`src/clc_pkg.sv`:
```
// Shared constants and types for the configurable logic cell.
package clc_pkg;

  // ****************************************
  // Sizes
  // ****************************************
  localparam int DATA_W     = 8;
  localparam int PLD_COUNT  = 2;
  localparam int PLD_IN_W   = 12;
  localparam int PLD_TERMS  = 8;
  localparam int PLD_OUTS   = 4;
  localparam int CFG_WORDS  = 8;
  localparam int CFG_ADDR_W = 3;
  localparam int FQ_DEPTH   = 4;

  // ****************************************
  // Register selects on the system bus port
  // ****************************************
  localparam logic [1:0][2:0] SEL_ACC = {3'h1, 3'h0};  // Accumulator one, zero.
  localparam logic [1:0][2:0] SEL_DAT = {3'h3, 3'h2};  // Data operand one, zero.
  localparam logic [1:0][2:0] SEL_FQ  = {3'h5, 3'h4};  // Bus queue one, zero.

  // ****************************************
  // Reset values and fixed constants
  // ****************************************
  localparam logic [7:0]  BYTE_ZERO = 8'h00;
  localparam logic [7:0]  BYTE_ONES = 8'hFF;
  localparam logic [8:0]  ALU_ONE   = 9'h001;
  localparam logic [15:0] CFG_RESET = 16'h0007;  // Pass-through, nothing written.

  // ****************************************
  // Types
  // ****************************************
  typedef enum logic [2:0] {
    FN_INC = 3'h0, FN_DEC = 3'h1, FN_ADD = 3'h2, FN_SUB = 3'h3,
    FN_AND = 3'h4, FN_OR  = 3'h5, FN_XOR = 3'h6, FN_PASS = 3'h7
  } clc_func_e;

  typedef struct packed {
    logic      f1_alt;   // Queue one uses accumulator one instead of data/ALU.
    logic      f0_alt;   // Queue zero uses accumulator zero instead of data/ALU.
    logic      f1_op;    // Queue one moves a byte this cycle.
    logic      f0_op;    // Queue zero moves a byte this cycle.
    logic      alu_a1;   // ALU result is written to accumulator one.
    logic      alu_a0;   // ALU result is written to accumulator zero.
    logic      mask_en;  // OR the mask value into the result.
    logic      swap;     // Swap nibbles of the result.
    logic      shr;      // Shift result right.
    logic      shl;      // Shift result left.
    logic [1:0] srcb;    // Operand B: 0 acc zero, 1 acc one, 2 data zero, 3 data one.
    logic      srca;     // Operand A: accumulator zero or one.
    clc_func_e func;
  } clc_dp_cfg_s;

  typedef struct packed {
    logic       wr;
    logic       rd;
    logic [2:0] sel;
    logic [7:0] wdata;
  } clc_bus_req_s;

  typedef struct packed {
    logic [PLD_TERMS-1:0][PLD_IN_W-1:0] pt_true;
    logic [PLD_TERMS-1:0][PLD_IN_W-1:0] pt_comp;
    logic [PLD_OUTS-1:0][PLD_TERMS-1:0] or_mask;
    logic [PLD_OUTS-1:0]                out_reg;
  } clc_pld_cfg_s;

  typedef struct packed {
    logic       ovf;
    logic [1:0] ones;
    logic [1:0] zero;
    logic [1:0] cmp_lt;
    logic [1:0] cmp_eq;
  } clc_cond_s;

endpackage

```
`src/clc_cell.sv`:
```
// Configurable logic cell: two sum-of-products arrays and an 8-bit datapath.
//
// Function
// [RULE1] Cell holds two independent product-term arrays beside its datapath.
// [RULE2] Array outputs come from routing inputs, each registered or combinational.
// [RULE3] Each array has 12 inputs, all reaching its eight product terms.
// [RULE4] A product term ANDs any 1 to 12 array inputs.
// [RULE5] Each participating input is used true or inverted.
// [RULE6] Each array output ORs any 1 to 8 product terms.
// [RULE7] Every output sees all eight product terms.
// [RULE8] Inputs and outputs are fully interchangeable; the array is symmetric.
// [RULE9] An 8-bit ALU does one operation per cycle, with compares and conditions.
// [RULE10] Six working registers are reachable by the bus during operation.
// [RULE11] Accumulators are ALU operands, ALU destinations and compare operands.
// [RULE12] Data registers are ALU and compare operands, never ALU destinations.
// [RULE13] Two queues link bus and datapath, each four bytes deep.
// [RULE14] A queue loads data or accumulators, or captures accumulator or ALU result.
// [RULE15] Each queue is separately an input or an output buffer.
// [RULE16] Operation comes each cycle from an 8x16 store indexed by routing.
// [RULE17] Eight ALU functions plus independent shift, nibble swap and OR mask.
// [RULE18] Reset empties queues and clears registered array outputs.
`timescale 1ns/10ps
module clc_cell #(
  parameter int FQ_DEPTH = clc_pkg::FQ_DEPTH
) (
  input  wire logic                                                clk_sys,
  input  wire logic                                                rst,
  input  wire clc_pkg::clc_bus_req_s                               bus_req,
  output logic [7:0]                                               bus_rdata,
  output logic                                                     bus_rvalid,
  input  wire logic                                                cfg_wr,
  input  wire logic [clc_pkg::CFG_ADDR_W-1:0]                      cfg_addr,
  input  wire clc_pkg::clc_dp_cfg_s                                cfg_data,
  input  wire logic [clc_pkg::CFG_ADDR_W-1:0]                      dp_addr,
  input  wire logic [1:0]                                          fq_dir,
  input  wire logic [7:0]                                          mask_value,
  input  wire clc_pkg::clc_pld_cfg_s [clc_pkg::PLD_COUNT-1:0]      pld_cfg,
  input  wire logic [clc_pkg::PLD_COUNT-1:0][clc_pkg::PLD_IN_W-1:0] pld_in,
  output logic [clc_pkg::PLD_COUNT-1:0][clc_pkg::PLD_OUTS-1:0]     pld_out,
  output clc_pkg::clc_cond_s                                       cond,
  output logic [1:0]                                               fq_empty,
  output logic [1:0]                                               fq_full
);

  localparam int PW = $clog2(FQ_DEPTH);
  localparam int CW = $clog2(FQ_DEPTH + 1);
  localparam logic [CW-1:0] CNT_ZERO = '0;
  localparam logic [CW-1:0] CNT_FULL = CW'(FQ_DEPTH);
  localparam logic [CW-1:0] CNT_ONE  = CW'(1);
  localparam logic [PW-1:0] PTR_ONE  = PW'(1);

  // ****************************************
  // Functions
  // ****************************************
  // Eight ALU functions with carry or borrow in bit eight.
  function automatic logic [8:0] clc_alu(input clc_pkg::clc_func_e f,
                                         input logic [7:0] a, input logic [7:0] b);
    case (f)
      clc_pkg::FN_INC: return {1'b0, a} + clc_pkg::ALU_ONE;
      clc_pkg::FN_DEC: return {1'b0, a} - clc_pkg::ALU_ONE;
      clc_pkg::FN_ADD: return {1'b0, a} + {1'b0, b};
      clc_pkg::FN_SUB: return {1'b0, a} - {1'b0, b};
      clc_pkg::FN_AND: return {1'b0, a & b};
      clc_pkg::FN_OR:  return {1'b0, a | b};
      clc_pkg::FN_XOR: return {1'b0, a ^ b};
      default:         return {1'b0, a};
    endcase
  endfunction

  // Bus write decode, used for every register.
  function automatic logic bus_wr_hit(input clc_pkg::clc_bus_req_s r, input logic [2:0] code);
    return r.wr && (r.sel == code);
  endfunction

  // ****************************************
  // Product-term arrays
  // ****************************************
  logic [clc_pkg::PLD_COUNT-1:0][clc_pkg::PLD_OUTS-1:0] pld_sum;
  logic [clc_pkg::PLD_COUNT-1:0][clc_pkg::PLD_OUTS-1:0] pld_q_reg;

  // [RULE1] two arrays built
  for (genvar gp = 0; gp < clc_pkg::PLD_COUNT; gp++) begin : g_pld
    logic [clc_pkg::PLD_TERMS-1:0] pterm;
    // [RULE3] inputs to terms
    for (genvar gt = 0; gt < clc_pkg::PLD_TERMS; gt++) begin : g_term
      // [RULE4] configurable AND width
      // [RULE5] true or complement
      assign pterm[gt] = &((~pld_cfg[gp].pt_true[gt] | pld_in[gp])
                         & (~pld_cfg[gp].pt_comp[gt] | ~pld_in[gp]));
    end
    // [RULE6] configurable OR width
    // [RULE7] constant OR width
    // [RULE8] symmetric identical slices
    for (genvar go = 0; go < clc_pkg::PLD_OUTS; go++) begin : g_out
      assign pld_sum[gp][go] = |(pterm & pld_cfg[gp].or_mask[go]);
    end
    // [RULE2] registered or combinational
    assign pld_out[gp] = (pld_cfg[gp].out_reg & pld_q_reg[gp])
                       | (~pld_cfg[gp].out_reg & pld_sum[gp]);
  end

  // Registered copy of every array output.
  // [RULE18] clear registered outputs
  always_ff @(posedge clk_sys or posedge rst) begin
    if (rst) begin
      pld_q_reg <= '0;
    end else begin
      pld_q_reg <= pld_sum;
    end
  end

  // ****************************************
  // Configuration store
  // ****************************************
  logic [15:0]          cfg_ram [clc_pkg::CFG_WORDS];
  clc_pkg::clc_dp_cfg_s cur;

  // Store written from the configuration port.
  always_ff @(posedge clk_sys or posedge rst) begin
    if (rst) begin
      for (int i = 0; i < clc_pkg::CFG_WORDS; i++) cfg_ram[i] <= clc_pkg::CFG_RESET;
    end else if (cfg_wr) begin
      cfg_ram[cfg_addr] <= cfg_data;
    end
  end

  // [RULE16] per-cycle operation select
  assign cur = clc_pkg::clc_dp_cfg_s'(cfg_ram[dp_addr]);

  // ****************************************
  // ALU
  // ****************************************
  logic [1:0][7:0] acc_reg, acc_next, dat_reg, dat_next;
  logic [7:0]      opa, opb, shifted, swapped, alu_final;
  logic [8:0]      alu_raw;

  // [RULE11] accumulator as operand
  assign opa = acc_reg[cur.srca];
  assign opb = cur.srcb[1] ? dat_reg[cur.srcb[0]] : acc_reg[cur.srcb[0]];
  // [RULE9] single-cycle ALU
  assign alu_raw = clc_alu(cur.func, opa, opb);
  // [RULE17] shift, swap, mask
  assign shifted = cur.shl ? {alu_raw[6:0], 1'b0} :
                   cur.shr ? {1'b0, alu_raw[7:1]} : alu_raw[7:0];
  assign swapped   = cur.swap ? {shifted[3:0], shifted[7:4]} : shifted;
  assign alu_final = cur.mask_en ? (swapped | mask_value) : swapped;

  // ****************************************
  // Bus queues
  // ****************************************
  logic [7:0]          fq_mem [2][FQ_DEPTH];
  logic [1:0][PW-1:0]  fq_wp_reg, fq_rp_reg;
  logic [1:0][CW-1:0]  fq_cnt_reg, fq_cnt_next;
  logic [1:0]          fq_push, fq_pop, dp_load;
  logic [1:0][7:0]     fq_din, fq_head;

  for (genvar gq = 0; gq < 2; gq++) begin : g_fq
    logic op;
    logic alt;
    assign op  = gq ? cur.f1_op : cur.f0_op;
    assign alt = gq ? cur.f1_alt : cur.f0_alt;
    // [RULE15] direction per queue
    assign fq_push[gq] = (fq_dir[gq] ? op : bus_wr_hit(bus_req, clc_pkg::SEL_FQ[gq]))
                       && (fq_cnt_reg[gq] != CNT_FULL);
    assign fq_pop[gq]  = (fq_dir[gq] ? (bus_req.rd && bus_req.sel == clc_pkg::SEL_FQ[gq]) : op)
                       && (fq_cnt_reg[gq] != CNT_ZERO);
    // [RULE14] capture accumulator or ALU
    assign fq_din[gq]  = ~fq_dir[gq] ? bus_req.wdata : (alt ? acc_reg[gq] : alu_final);
    assign dp_load[gq] = fq_pop[gq] && ~fq_dir[gq];
    assign fq_head[gq] = fq_mem[gq][fq_rp_reg[gq]];
    assign fq_cnt_next[gq] = fq_cnt_reg[gq] + (fq_push[gq] ? CNT_ONE : CNT_ZERO)
                                            - (fq_pop[gq] ? CNT_ONE : CNT_ZERO);

    // [RULE13] four-byte queue
    always_ff @(posedge clk_sys) begin
      if (fq_push[gq]) fq_mem[gq][fq_wp_reg[gq]] <= fq_din[gq];
    end

    // Pointers, count and flags; flags track the next count so they come from flops.
    // [RULE18] reset empties queue
    always_ff @(posedge clk_sys or posedge rst) begin
      if (rst) begin
        fq_wp_reg[gq]  <= '0;
        fq_rp_reg[gq]  <= '0;
        fq_cnt_reg[gq] <= CNT_ZERO;
        fq_empty[gq]   <= 1'b1;
        fq_full[gq]    <= 1'b0;
      end else begin
        fq_wp_reg[gq]  <= fq_wp_reg[gq] + (fq_push[gq] ? PTR_ONE : '0);
        fq_rp_reg[gq]  <= fq_rp_reg[gq] + (fq_pop[gq] ? PTR_ONE : '0);
        fq_cnt_reg[gq] <= fq_cnt_next[gq];
        fq_empty[gq]   <= fq_cnt_next[gq] == CNT_ZERO;
        fq_full[gq]    <= fq_cnt_next[gq] == CNT_FULL;
      end
    end

    // ****************************************
    // Working register next values
    // ****************************************
    // Bus write wins, then a queue load, then the ALU result.
    // [RULE10] bus access to registers
    assign acc_next[gq] = bus_wr_hit(bus_req, clc_pkg::SEL_ACC[gq]) ? bus_req.wdata :
                          (dp_load[gq] && alt) ? fq_head[gq] :
                          // [RULE11] accumulator as destination
                          (gq ? cur.alu_a1 : cur.alu_a0) ? alu_final : acc_reg[gq];
    // [RULE12] data never ALU destination
    assign dat_next[gq] = bus_wr_hit(bus_req, clc_pkg::SEL_DAT[gq]) ? bus_req.wdata :
                          (dp_load[gq] && !alt) ? fq_head[gq] : dat_reg[gq];
  end

  // Working registers.
  always_ff @(posedge clk_sys or posedge rst) begin
    if (rst) begin
      acc_reg <= '0;
      dat_reg <= '0;
    end else begin
      acc_reg <= acc_next;
      dat_reg <= dat_next;
    end
  end

  // ****************************************
  // Conditions and bus read
  // ****************************************
  clc_pkg::clc_cond_s cond_next;
  logic [7:0]         rdata_next;

  // [RULE9] compare and condition logic
  assign cond_next.cmp_eq = {acc_reg[1] == dat_reg[1], acc_reg[0] == dat_reg[0]};
  assign cond_next.cmp_lt = {acc_reg[1] <  dat_reg[1], acc_reg[0] <  dat_reg[0]};
  assign cond_next.zero   = {acc_reg[1] == clc_pkg::BYTE_ZERO, acc_reg[0] == clc_pkg::BYTE_ZERO};
  assign cond_next.ones   = {acc_reg[1] == clc_pkg::BYTE_ONES, acc_reg[0] == clc_pkg::BYTE_ONES};
  assign cond_next.ovf    = alu_raw[8];

  // Read mux; an output queue pops on read, other selects return zero.
  assign rdata_next = (bus_req.sel == clc_pkg::SEL_ACC[0]) ? acc_reg[0] :
                      (bus_req.sel == clc_pkg::SEL_ACC[1]) ? acc_reg[1] :
                      (bus_req.sel == clc_pkg::SEL_DAT[0]) ? dat_reg[0] :
                      (bus_req.sel == clc_pkg::SEL_DAT[1]) ? dat_reg[1] :
                      (fq_pop[0] && fq_dir[0])             ? fq_head[0] :
                      (fq_pop[1] && fq_dir[1])             ? fq_head[1] : clc_pkg::BYTE_ZERO;

  // Read answer one cycle after the request, plus registered conditions.
  // [RULE10] bus read answer
  always_ff @(posedge clk_sys or posedge rst) begin
    if (rst) begin
      bus_rdata  <= clc_pkg::BYTE_ZERO;
      bus_rvalid <= 1'b0;
      cond       <= '0;
    end else begin
      bus_rdata  <= bus_req.rd ? rdata_next : bus_rdata;
      bus_rvalid <= bus_req.rd;
      cond       <= cond_next;
    end
  end
endmodule // clc_cell

```
`config.mk`:
```
export PLATFORM = sky130hd
export DESIGN_NAME = clc_cell
export DESIGN_NICKNAME = d
export VERILOG_FILES = /design/src/clc_pkg.sv /design/src/clc_cell.sv
export SDC_FILE = /design/constraint.sdc
export NUM_CORES = 1
export LEC_CHECK = 0
export BUFFER_PORTS_ARGS = -buffer_cell sky130_fd_sc_hd__buf_4
export CAP_MARGIN = 20
export CELL_PAD_IN_SITES_DETAIL_PLACEMENT = 0
export CELL_PAD_IN_SITES_GLOBAL_PLACEMENT = 1
export CORE_AREA = 2 2 217 219
export DETAILED_ROUTE_END_ITERATION = 10
export DIE_AREA = 0 0 219 221
export GPL_ROUTABILITY_DRIVEN = 0
export GPL_TIMING_DRIVEN = 0
export PLACE_DENSITY = 0.77
export SLEW_MARGIN = 20
export SYNTH_ARGS = -nofsm -noshare
export SYNTH_HDL_FRONTEND = slang
export SYNTH_SLANG_ARGS = --single-unit
```
`constraint.sdc`:
```
create_clock -name clk_sys -period 9.9 [get_ports clk_sys]
set_clock_uncertainty 0.1 [all_clocks]
set_input_delay 1.98 -clock clk_sys [delete_from_list [all_inputs] [get_ports clk_sys]]
set_output_delay 1.98 -clock clk_sys [all_outputs]
set_load 0.02 [all_outputs]
```
==> metrics.md, run 1 <==
| Metric | Value |
|---|---|
| Die Ht | `221 um` |
| Syn_nets | `2095` |
| Setup crit start kind | `input port` |
| Biggest register | `cfg_ram` |
| IO Pins | `558` |
| Gr usage total | `31.09%` |
| Leakage power | `0.01033 uW` |
| Vias in the first global route | `15771` |
| Layout cells sized above 1 | `40.56%` |
| Final net count | `2654` |
| Layout Cells excl Fill | `2712` |
| Synthesized area | `17240 um^2` |
| Pre-antenna DRT Iters | `5` |
| Slew @ Worst Pin | `1.163 ns` |
| Setup TNS | `0 ns` |
| PnR worst setup slack | `2.569 ns` |
| Tmin final | `7.331 ns` |
| Syn avg cell area | `11.38 um^2` |
| Total wire length | `76.85 mm` |
| Max Slew Vio Count | `0` |
| Switching share of power | `39.51%` |
| Initial Util | `37.43%` |
| Worst ir drop on vdd | `0.0001418 V` |
| Syn. warnings | `0` |
| Buffer depth of the longest clock path | `3` |
| Number of buffers added on ports | `525` |
| Htree depth | `1` |
| RSZ-0062 raised after global routing | `false` |
| Clock share of power | `22.6%` |
| CP Capture Type | `register` |
| Via-per-instance ratio | `5.765` |
| Routed Antenna Nets | `0` |
| Combinational power share | `44.2%` |
| First-pass GRT wire length | `109.0 mm` |
| Post-Syn Instances | `1515` |
| Post-CTS sizing | `0` |
| Setup violators final | `0` |
| Largest net degree at the start of global routing | `101` |
| Worst-Skew Late Latency | `0.59 ns` |
| Fraction of registers with async set/reset | `76.12%` |
| Inst Count DP | `2649` |
| Fill cells | `4255` |
| Status | `completed` |
| Internal power | `3119 uW` |
| Routed via count | `15636` |
| P per Cell Area | `223.1 nW/um^2` |
| Post-synth top area cell | `dfrtp_1` |
| Top cells by area, synth | `dfrtp_1 26%, mux2i_1 14%, edfxtp_1 11%, mux2_2 9.8%, mux4_2 5.7%` |
| Ys flop type | `dfrtp_1` |
| DR WL/cell | `28.34 um` |
| Sequential power share | `33.2%` |
| WP data arrival | `7.48 ns` |
| Max reg flops | `128` |
| Reg clk slew, reported paths | `0.06 ns` |
| Worst rel slew slack | `21.86%` |
| Total CTS buffers | `30` |
| CTS tree | `done` |
| Post-CTS Setup Repair Bufs | `0` |
| Core box area | `46060 um^2` |
| Number of cell rows | `79` |
| Reg2reg setup slack | `3.92 ns` |
| Worst Hold Class | `register to register` |
| DR iter-0 viols | `1383` |
| Max Fanout on Critical Path | `10` |
| Setup CP Type | `input port to register` |
| Number of max-cap violations | `0` |
| Fin crit share | `74.05%` |
| Post-synth EDFFs | `64` |
| Sequential-to-total area share from yosys stat | `40.94%` |
| Hold Vio Cnt, Final | `0` |
| DRC errors left | `0` |
| Netlist cell types | `71` |
| Die area | `48400 um^2` |
| DP HPWL | `63.65 mm` |
| FMAX | `136.4 MHz` |
| Synth top area share | `25.83%` |
| Die width | `219 um` |
| NetSw | `2037 uW` |
| Most common cell in the netlist | `mux2i_1` |
| Critical path required time | `10.05 ns` |
| Post-Place Setup Slack | `2.007 ns` |
| GRT overflow | `0` |
| Antenna violations before repair | `9` |
| Area delta synth->final | `34.03%` |
| Final total power | `5155 uW` |
| Synth cell count leaders | `243 x mux2i_1, 178 x dfrtp_1, 150 x mux2_2` |
| Hold-fix buffers, CTS | `0` |
| Root Buffer Master | `clkbuf_16` |
| Clk sinks | `268` |
| Synth Register Bits | `268` |
## critical path: stages
cell and delay [ns]:
buf_6 0.11, buf_6 0.21, mux4_2 0.54, mux2i_1 0.40, buf_4 0.29, mux2i_1 0.42
inv_1 0.13, ha_1 0.30, nor2_1 0.11, nor2_1 0.06, nor2_1 0.16, inv_1 0.09
fa_1 0.45, nand2b_1 0.17, a21oi_1 0.21, o21ai_0 0.14, a21boi_0 0.38, o32ai_4 0.20
o221a_1 0.30, a221oi_2 0.47, o21ai_0 0.34
## cell type report
| class | count | area (um^2) | area share, % |
|---|---|---|---|
| inverters | 56 | 217.7 | 0.9421 |
| repair buffers | 527 | 3996 | 17.29 |
| plain buffers | 81 | 360.3 | 1.559 |
| multi-input cells | 1110 | 9659 | 41.80 |
| diodes | 7 | 17.52 | 0.07580 |
| clock inverters | 19 | 201.4 | 0.8717 |
| clock buffers | 37 | 838.3 | 3.627 |
| well taps | 607 | 759.5 | 3.286 |
| flip-flops and latches | 268 | 7059 | 30.55 |
## worst paths after layout
path / from / end / depth (start not counted)
setup / recovery: dp_addr[0] / fq_mem[0][53]$_DFFE_PP_ / 21
hold / removal: bus_rdata[6]$_DFFE_PP0P_ / bus_rdata[6]$_DFFE_PP0P_ / 1
setup reg to reg: cfg_ram[116]$_DFFE_PP0P_ / fq_mem[0][53]$_DFFE_PP_ / 20
hold reg to reg: bus_rdata[6]$_DFFE_PP0P_ / bus_rdata[6]$_DFFE_PP0P_ / 1
max in group asynchronous: rst / cfg_ram[55]$_DFFE_PP0P_ / 4
min in group asynchronous: rst / cond[7]$_DFF_PP0_ / 2
## metrics by stage
step                cell area (um^2)  utilization, %  hold WS [ns]
finish                         23110           50.17        0.3884
global route                   23100           50.15        0.4087
CTS                            23090           50.13        0.3940
detailed placement             22050           47.88        0.3791
global placement               21940           47.64        0.3738
floorplan                      17240               -        0.3739
## cell families after synthesis
logic type / Yosys count / synth area share [%]
buf+inv: 137 / 3.309
xor+xnor: 11 / 0.5587
flops: 268 / 40.94
compound gates: 250 / 9.774
fa+ha+maj: 52 / 3.904
mux: 450 / 31.20
simple gates: 347 / 10.32
## power groups by stage
| stage | Clock (uW) | Combinational, uW | Sequential (uW) |
|---|---|---|---|
| floorplan | 0 | 1510 | 1630 |
| CTS | 1180 | 2270 | 1700 |
| global placement | 0 | 2190 | 1710 |
| global route | 1230 | 2490 | 1740 |
| detailed placement | 0 | 2260 | 1720 |
| finish | 1160 | 2280 | 1710 |
## metal layers
layer	global-route usage, %	wire (um)	vias to the layer above
met5	0	23	-
met4	16.59	4761	4
met3	5.608	5520	155
met2	52.12	37210	775
met1	37.87	29340	7768
li1	-	-	6934
## cell usage in the layout (no fill, tap or decap), types with 8 or more instances in the layout
master	n
o21ai_0	53
mux2i_1	243
dfstp_2	26
edfxtp_1	64
a21oi_1	54
mux2_2	150
buf_4	526
o221ai_1	19
nand3_1	10
nand4_1	70
inv_1	55
nor3_1	39
ha_1	49
dfrtp_1	178
nand2b_1	11
nor2b_1	13
mux4_2	44
a31oi_1	19
clkbuf_16	31
nor2_1	68
clkbuf_1	66
nand2_1	84
o211ai_1	8
a22oi_1	41
(Power assumes the default switching activity.)
==> run 2, diff against run 1 <==
--- a/config.mk
+++ b/config.mk
@@ -5,13 +5,14 @@
 export SDC_FILE = /design/constraint.sdc
 export NUM_CORES = 1
 export LEC_CHECK = 0
+export ABC_AREA = 1
 export BUFFER_PORTS_ARGS = -buffer_cell sky130_fd_sc_hd__buf_4
 export CAP_MARGIN = 20
 export CELL_PAD_IN_SITES_DETAIL_PLACEMENT = 0
 export CELL_PAD_IN_SITES_GLOBAL_PLACEMENT = 1
-export CORE_AREA = 2 2 217 219
+export CORE_ASPECT_RATIO = 1.75
+export CORE_UTILIZATION = 33
 export DETAILED_ROUTE_END_ITERATION = 10
-export DIE_AREA = 0 0 219 221
 export GPL_ROUTABILITY_DRIVEN = 0
 export GPL_TIMING_DRIVEN = 0
 export PLACE_DENSITY = 0.77
==> constraint.sdc (replaced) <==
create_clock -name clk_sys -period 6.6 [get_ports clk_sys]
set_clock_uncertainty 0.1 [all_clocks]
set_input_delay 1.32 -clock clk_sys [delete_from_list [all_inputs] [get_ports clk_sys]]
set_output_delay 1.32 -clock clk_sys [all_outputs]
set_load 0.02 [all_outputs]
==> metrics.md, run 2 <==
| Metric | Value |
|---|---|
| Hold-fix buffers, CTS | `0` |
| Final net count | `3618` |
| Synth top area share | `24.75%` |
| Routed via count | `20903` |
| Fill cells | `5523` |
| Via-per-instance ratio | `5.559` |
| Worst r2r path cells | `30` |
| WP data arrival | `4.73 ns` |
| Final total power | `7494 uW` |
| Critical path origin | `pld_in[6]` |
| Syn_nets | `3052` |
| Post-CTS sizing | `0` |
| Max Fanout on Critical Path | `9` |
| Switching share of power | `42.78%` |
| IO Pins | `558` |
| Layout cells sized above 1 | `24.85%` |
| Ys flop type | `dfrtp_1` |
| Vias in the first global route | `21222` |
| Crit-path slowest cell | `nor4_1` |
| GRT overflow | `0` |
| Number of cell rows | `112` |
| Reg2reg setup slack | `1.56 ns` |
| Clock share of power | `23.0%` |
| Worst path bufs/invs | `3` |
| Hold Vio Cnt, Final | `0` |
| Netlist cell types | `62` |
| DR iter-0 viols | `1782` |
| Total wire length | `100.7 mm` |
| Antenna violations before repair | `25` |
| Status | `completed` |
| Critical Path Sink | `pld_out[1]` |
| R2r startpoint | `cfg_ram[52]$_DFFE_PP0P_` |
| Internal power | `4288 uW` |
| DR WL/cell | `26.77 um` |
| Most common cell in the netlist | `nand2_1` |
| Critical path required time | `5.18 ns` |
| CTS tree | `done` |
| Worst-Skew Late Latency | `0.57 ns` |
| Combinational power share | `43.3%` |
| Total CTS buffers | `26` |
| Initial Util | `33.62%` |
| Number of max-cap violations | `0` |
| Post-Syn Instances | `2472` |
| P per Cell Area | `311.6 nW/um^2` |
| CP top delay family | `simple AND/OR/NAND/NOR gates` |
| RSZ-0062 raised after global routing | `false` |
| Worst path max stage delay | `0.96 ns` |
| Fin crit share | `93.21%` |
| Root Buffer Master | `clkbuf_16` |
| Buffer depth of the longest clock path | `3` |
| Setup violators final | `0` |
| Post-synth top area cell | `dfrtp_1` |
| Slew @ Worst Pin | `1.200 ns` |
| Setup CP Type | `input port to primary output` |
| Max reg flops | `128` |
| First-pass GRT wire length | `141.8 mm` |
| Biggest register | `cfg_ram` |
| Post-CTS Setup Repair Bufs | `0` |
| Gr usage total | `35.87%` |
| Routed Antenna Nets | `0` |
| NetSw | `3206 uW` |
| Sequential-to-total area share from yosys stat | `39.22%` |
| Max Slew Vio Count | `0` |
| Post-synth EDFFs | `64` |
| DRC errors left | `0` |
| FMAX | `162.6 MHz` |
| Syn. warnings | `0` |
| Sequential power share | `33.7%` |
| Worst path cell trace | `clkbuf_1, inv_1, nand2_1, nand4_1, nor4_1, nand2_1, nand4_1, nor2_1, a21oi_1, buf_4` |
| Core box area | `53530 um^2` |
| Top cells by area, synth | `dfrtp_1 25%, nand2_1 15%, edfxtp_1 11%, o21ai_0 6.0%, inv_1 5.4%` |
| Die width | `178.5 um` |
| Area delta synth->final | `33.65%` |
| Worst ir drop on vdd | `0.0002083 V` |
| Commonest non-fill, non-tap cell in the layout | `nand2_1` |
| Synth Register Bits | `268` |
| Leakage power | `0.01183 uW` |
| Pre-antenna DRT Iters | `6` |
| Synthesized area | `18000 um^2` |
| Worst Hold Class | `register to register` |
| Die Ht | `310.9 um` |
| DP HPWL | `81.72 mm` |
| Synth cell count leaders | `727 x nand2_1, 259 x inv_1, 215 x o21ai_0` |
| Setup crit start kind | `input port` |
| Worst path depth | `10` |
| Fraction of registers with async set/reset | `76.12%` |
| Die area | `55510 um^2` |
| Commonest non-fill, non-tap cells in the layout | `727 x nand2_1, 536 x buf_4, 258 x inv_1` |
| Crit Reg-Reg Endpoint | `fq_mem[0][14]$_DFFE_PP_` |
| CP Capture Type | `primary output` |
| Reg clk slew, reported paths | `0.07 ns` |
| Largest net degree at the start of global routing | `36` |
| Tmin final | `6.152 ns` |
| Clk sinks | `268` |
| Worst rel slew slack | `19.26%` |
| Number of buffers added on ports | `531` |
| Htree depth | `1` |
| Setup TNS | `0 ns` |
| Syn avg cell area | `7.280 um^2` |
run 2: cell types whose count changed after synthesis, sizes merged, moves of 35 or more:
cell	delta
mux2	-134
nor2	+125
mux4	-48
a21oi	+46
o21ai	+203
nand2	+666
nand3	+146
buf	+35
inv	+213
mux2i	-234
run 2: power by group through the flow:
stage	Sequential [uW]	Combinational [uW]	Clock (uW)
2_1_floorplan	2420	1920	0
3_3_place_gp	2520	3060	0
3_5_place_dp	2530	3150	0
4_1_cts	2510	3170	1740
5_1_grt	2550	3580	1800
6_report	2530	3240	1730
run 2: worst min path at each step:
stage	startpoint	endpoint	slack, ns	depth (start not counted)
after floorplan	cfg_ram[102]$_DFFE_PP0P_	cfg_ram[102]$_DFFE_PP0P_	0.35	2
after global placement	cfg_ram[92]$_DFFE_PP0P_	cfg_ram[92]$_DFFE_PP0P_	0.36	2
after detailed placement	cfg_ram[31]$_DFFE_PP0P_	cfg_ram[31]$_DFFE_PP0P_	0.37	2
after CTS	cfg_ram[31]$_DFFE_PP0P_	cfg_ram[31]$_DFFE_PP0P_	0.39	2
after global routing	cfg_ram[108]$_DFFE_PP0P_	cfg_ram[108]$_DFFE_PP0P_	0.41	2
final	cfg_ram[87]$_DFFE_PP0P_	cfg_ram[87]$_DFFE_PP0P_	0.38	2
run 2: area by class of cell:
| class | count | area [um^2] | area share, % |
|---|---|---|---|
| Clock buffer | 31 | 710.7 | 2.955 |
| Tap cell | 684 | 855.8 | 3.558 |
| Multi-Input combinational cell | 1834 | 9410 | 39.12 |
| Inverter | 270 | 1027 | 4.271 |
| Antenna cell | 18 | 45.04 | 0.1873 |
| Sequential cell | 268 | 7059 | 29.35 |
| Clock inverter | 17 | 260.3 | 1.082 |
| Buffer | 100 | 550.5 | 2.289 |
| Timing Repair Buffer | 538 | 4134 | 17.19 |
run 2: kinds of logic after synthesis:
family	after synthesis	share of synthesized area, %
xor gates and xnor gates	6	0.2920
adders and majority gates	52	3.740
and+or+nand+nor	1274	30.85
buffers and inverters	370	8.746
DFF	268	39.22
AOI/OAI and AO/OA	468	15.13
muxes	34	2.016
run 2: metrics by stage:
step / std cells / util [%] / hold slack, ns / cell area, um^2 / worst slack [ns]
after floorplan: 2472 / - / 0.3478 / 18000 / 1.492
after global placement: 3687 / 42.67 / 0.3606 / 22840 / 0.4443
after detailed placement: 3694 / 43.02 / 0.3681 / 23030 / 0.3384
after CTS: 3742 / 44.84 / 0.3859 / 24000 / 0.7160
after global routing: 3757 / 44.92 / 0.4055 / 24050 / 0.3549
final: 3760 / 44.93 / 0.3843 / 24050 / 0.4482
run 2: routing by layer:
| layer | vias to the layer above | part of all wire, % | global-route usage [%] |
|---|---|---|---|
| li1 | 9454 | - | - |
| met4 | 6 | 12 | 35.50 |
| met5 | - | 0.036 | 0 |
| met2 | 1221 | 48 | 60.85 |
| met1 | 9842 | 31 | 33.70 |
| met3 | 380 | 8.9 | 9.726 |
run 2: worst min-delay path: cells and delay by family, from the launching register on:
| kind | cells | cell delay (ns) |
|---|---|---|
| DFF | 1 | 0.35 |
| and+or+nand+nor | 1 | 0.05 |
| AOI/OAI and AO/OA | 1 | 0.05 |
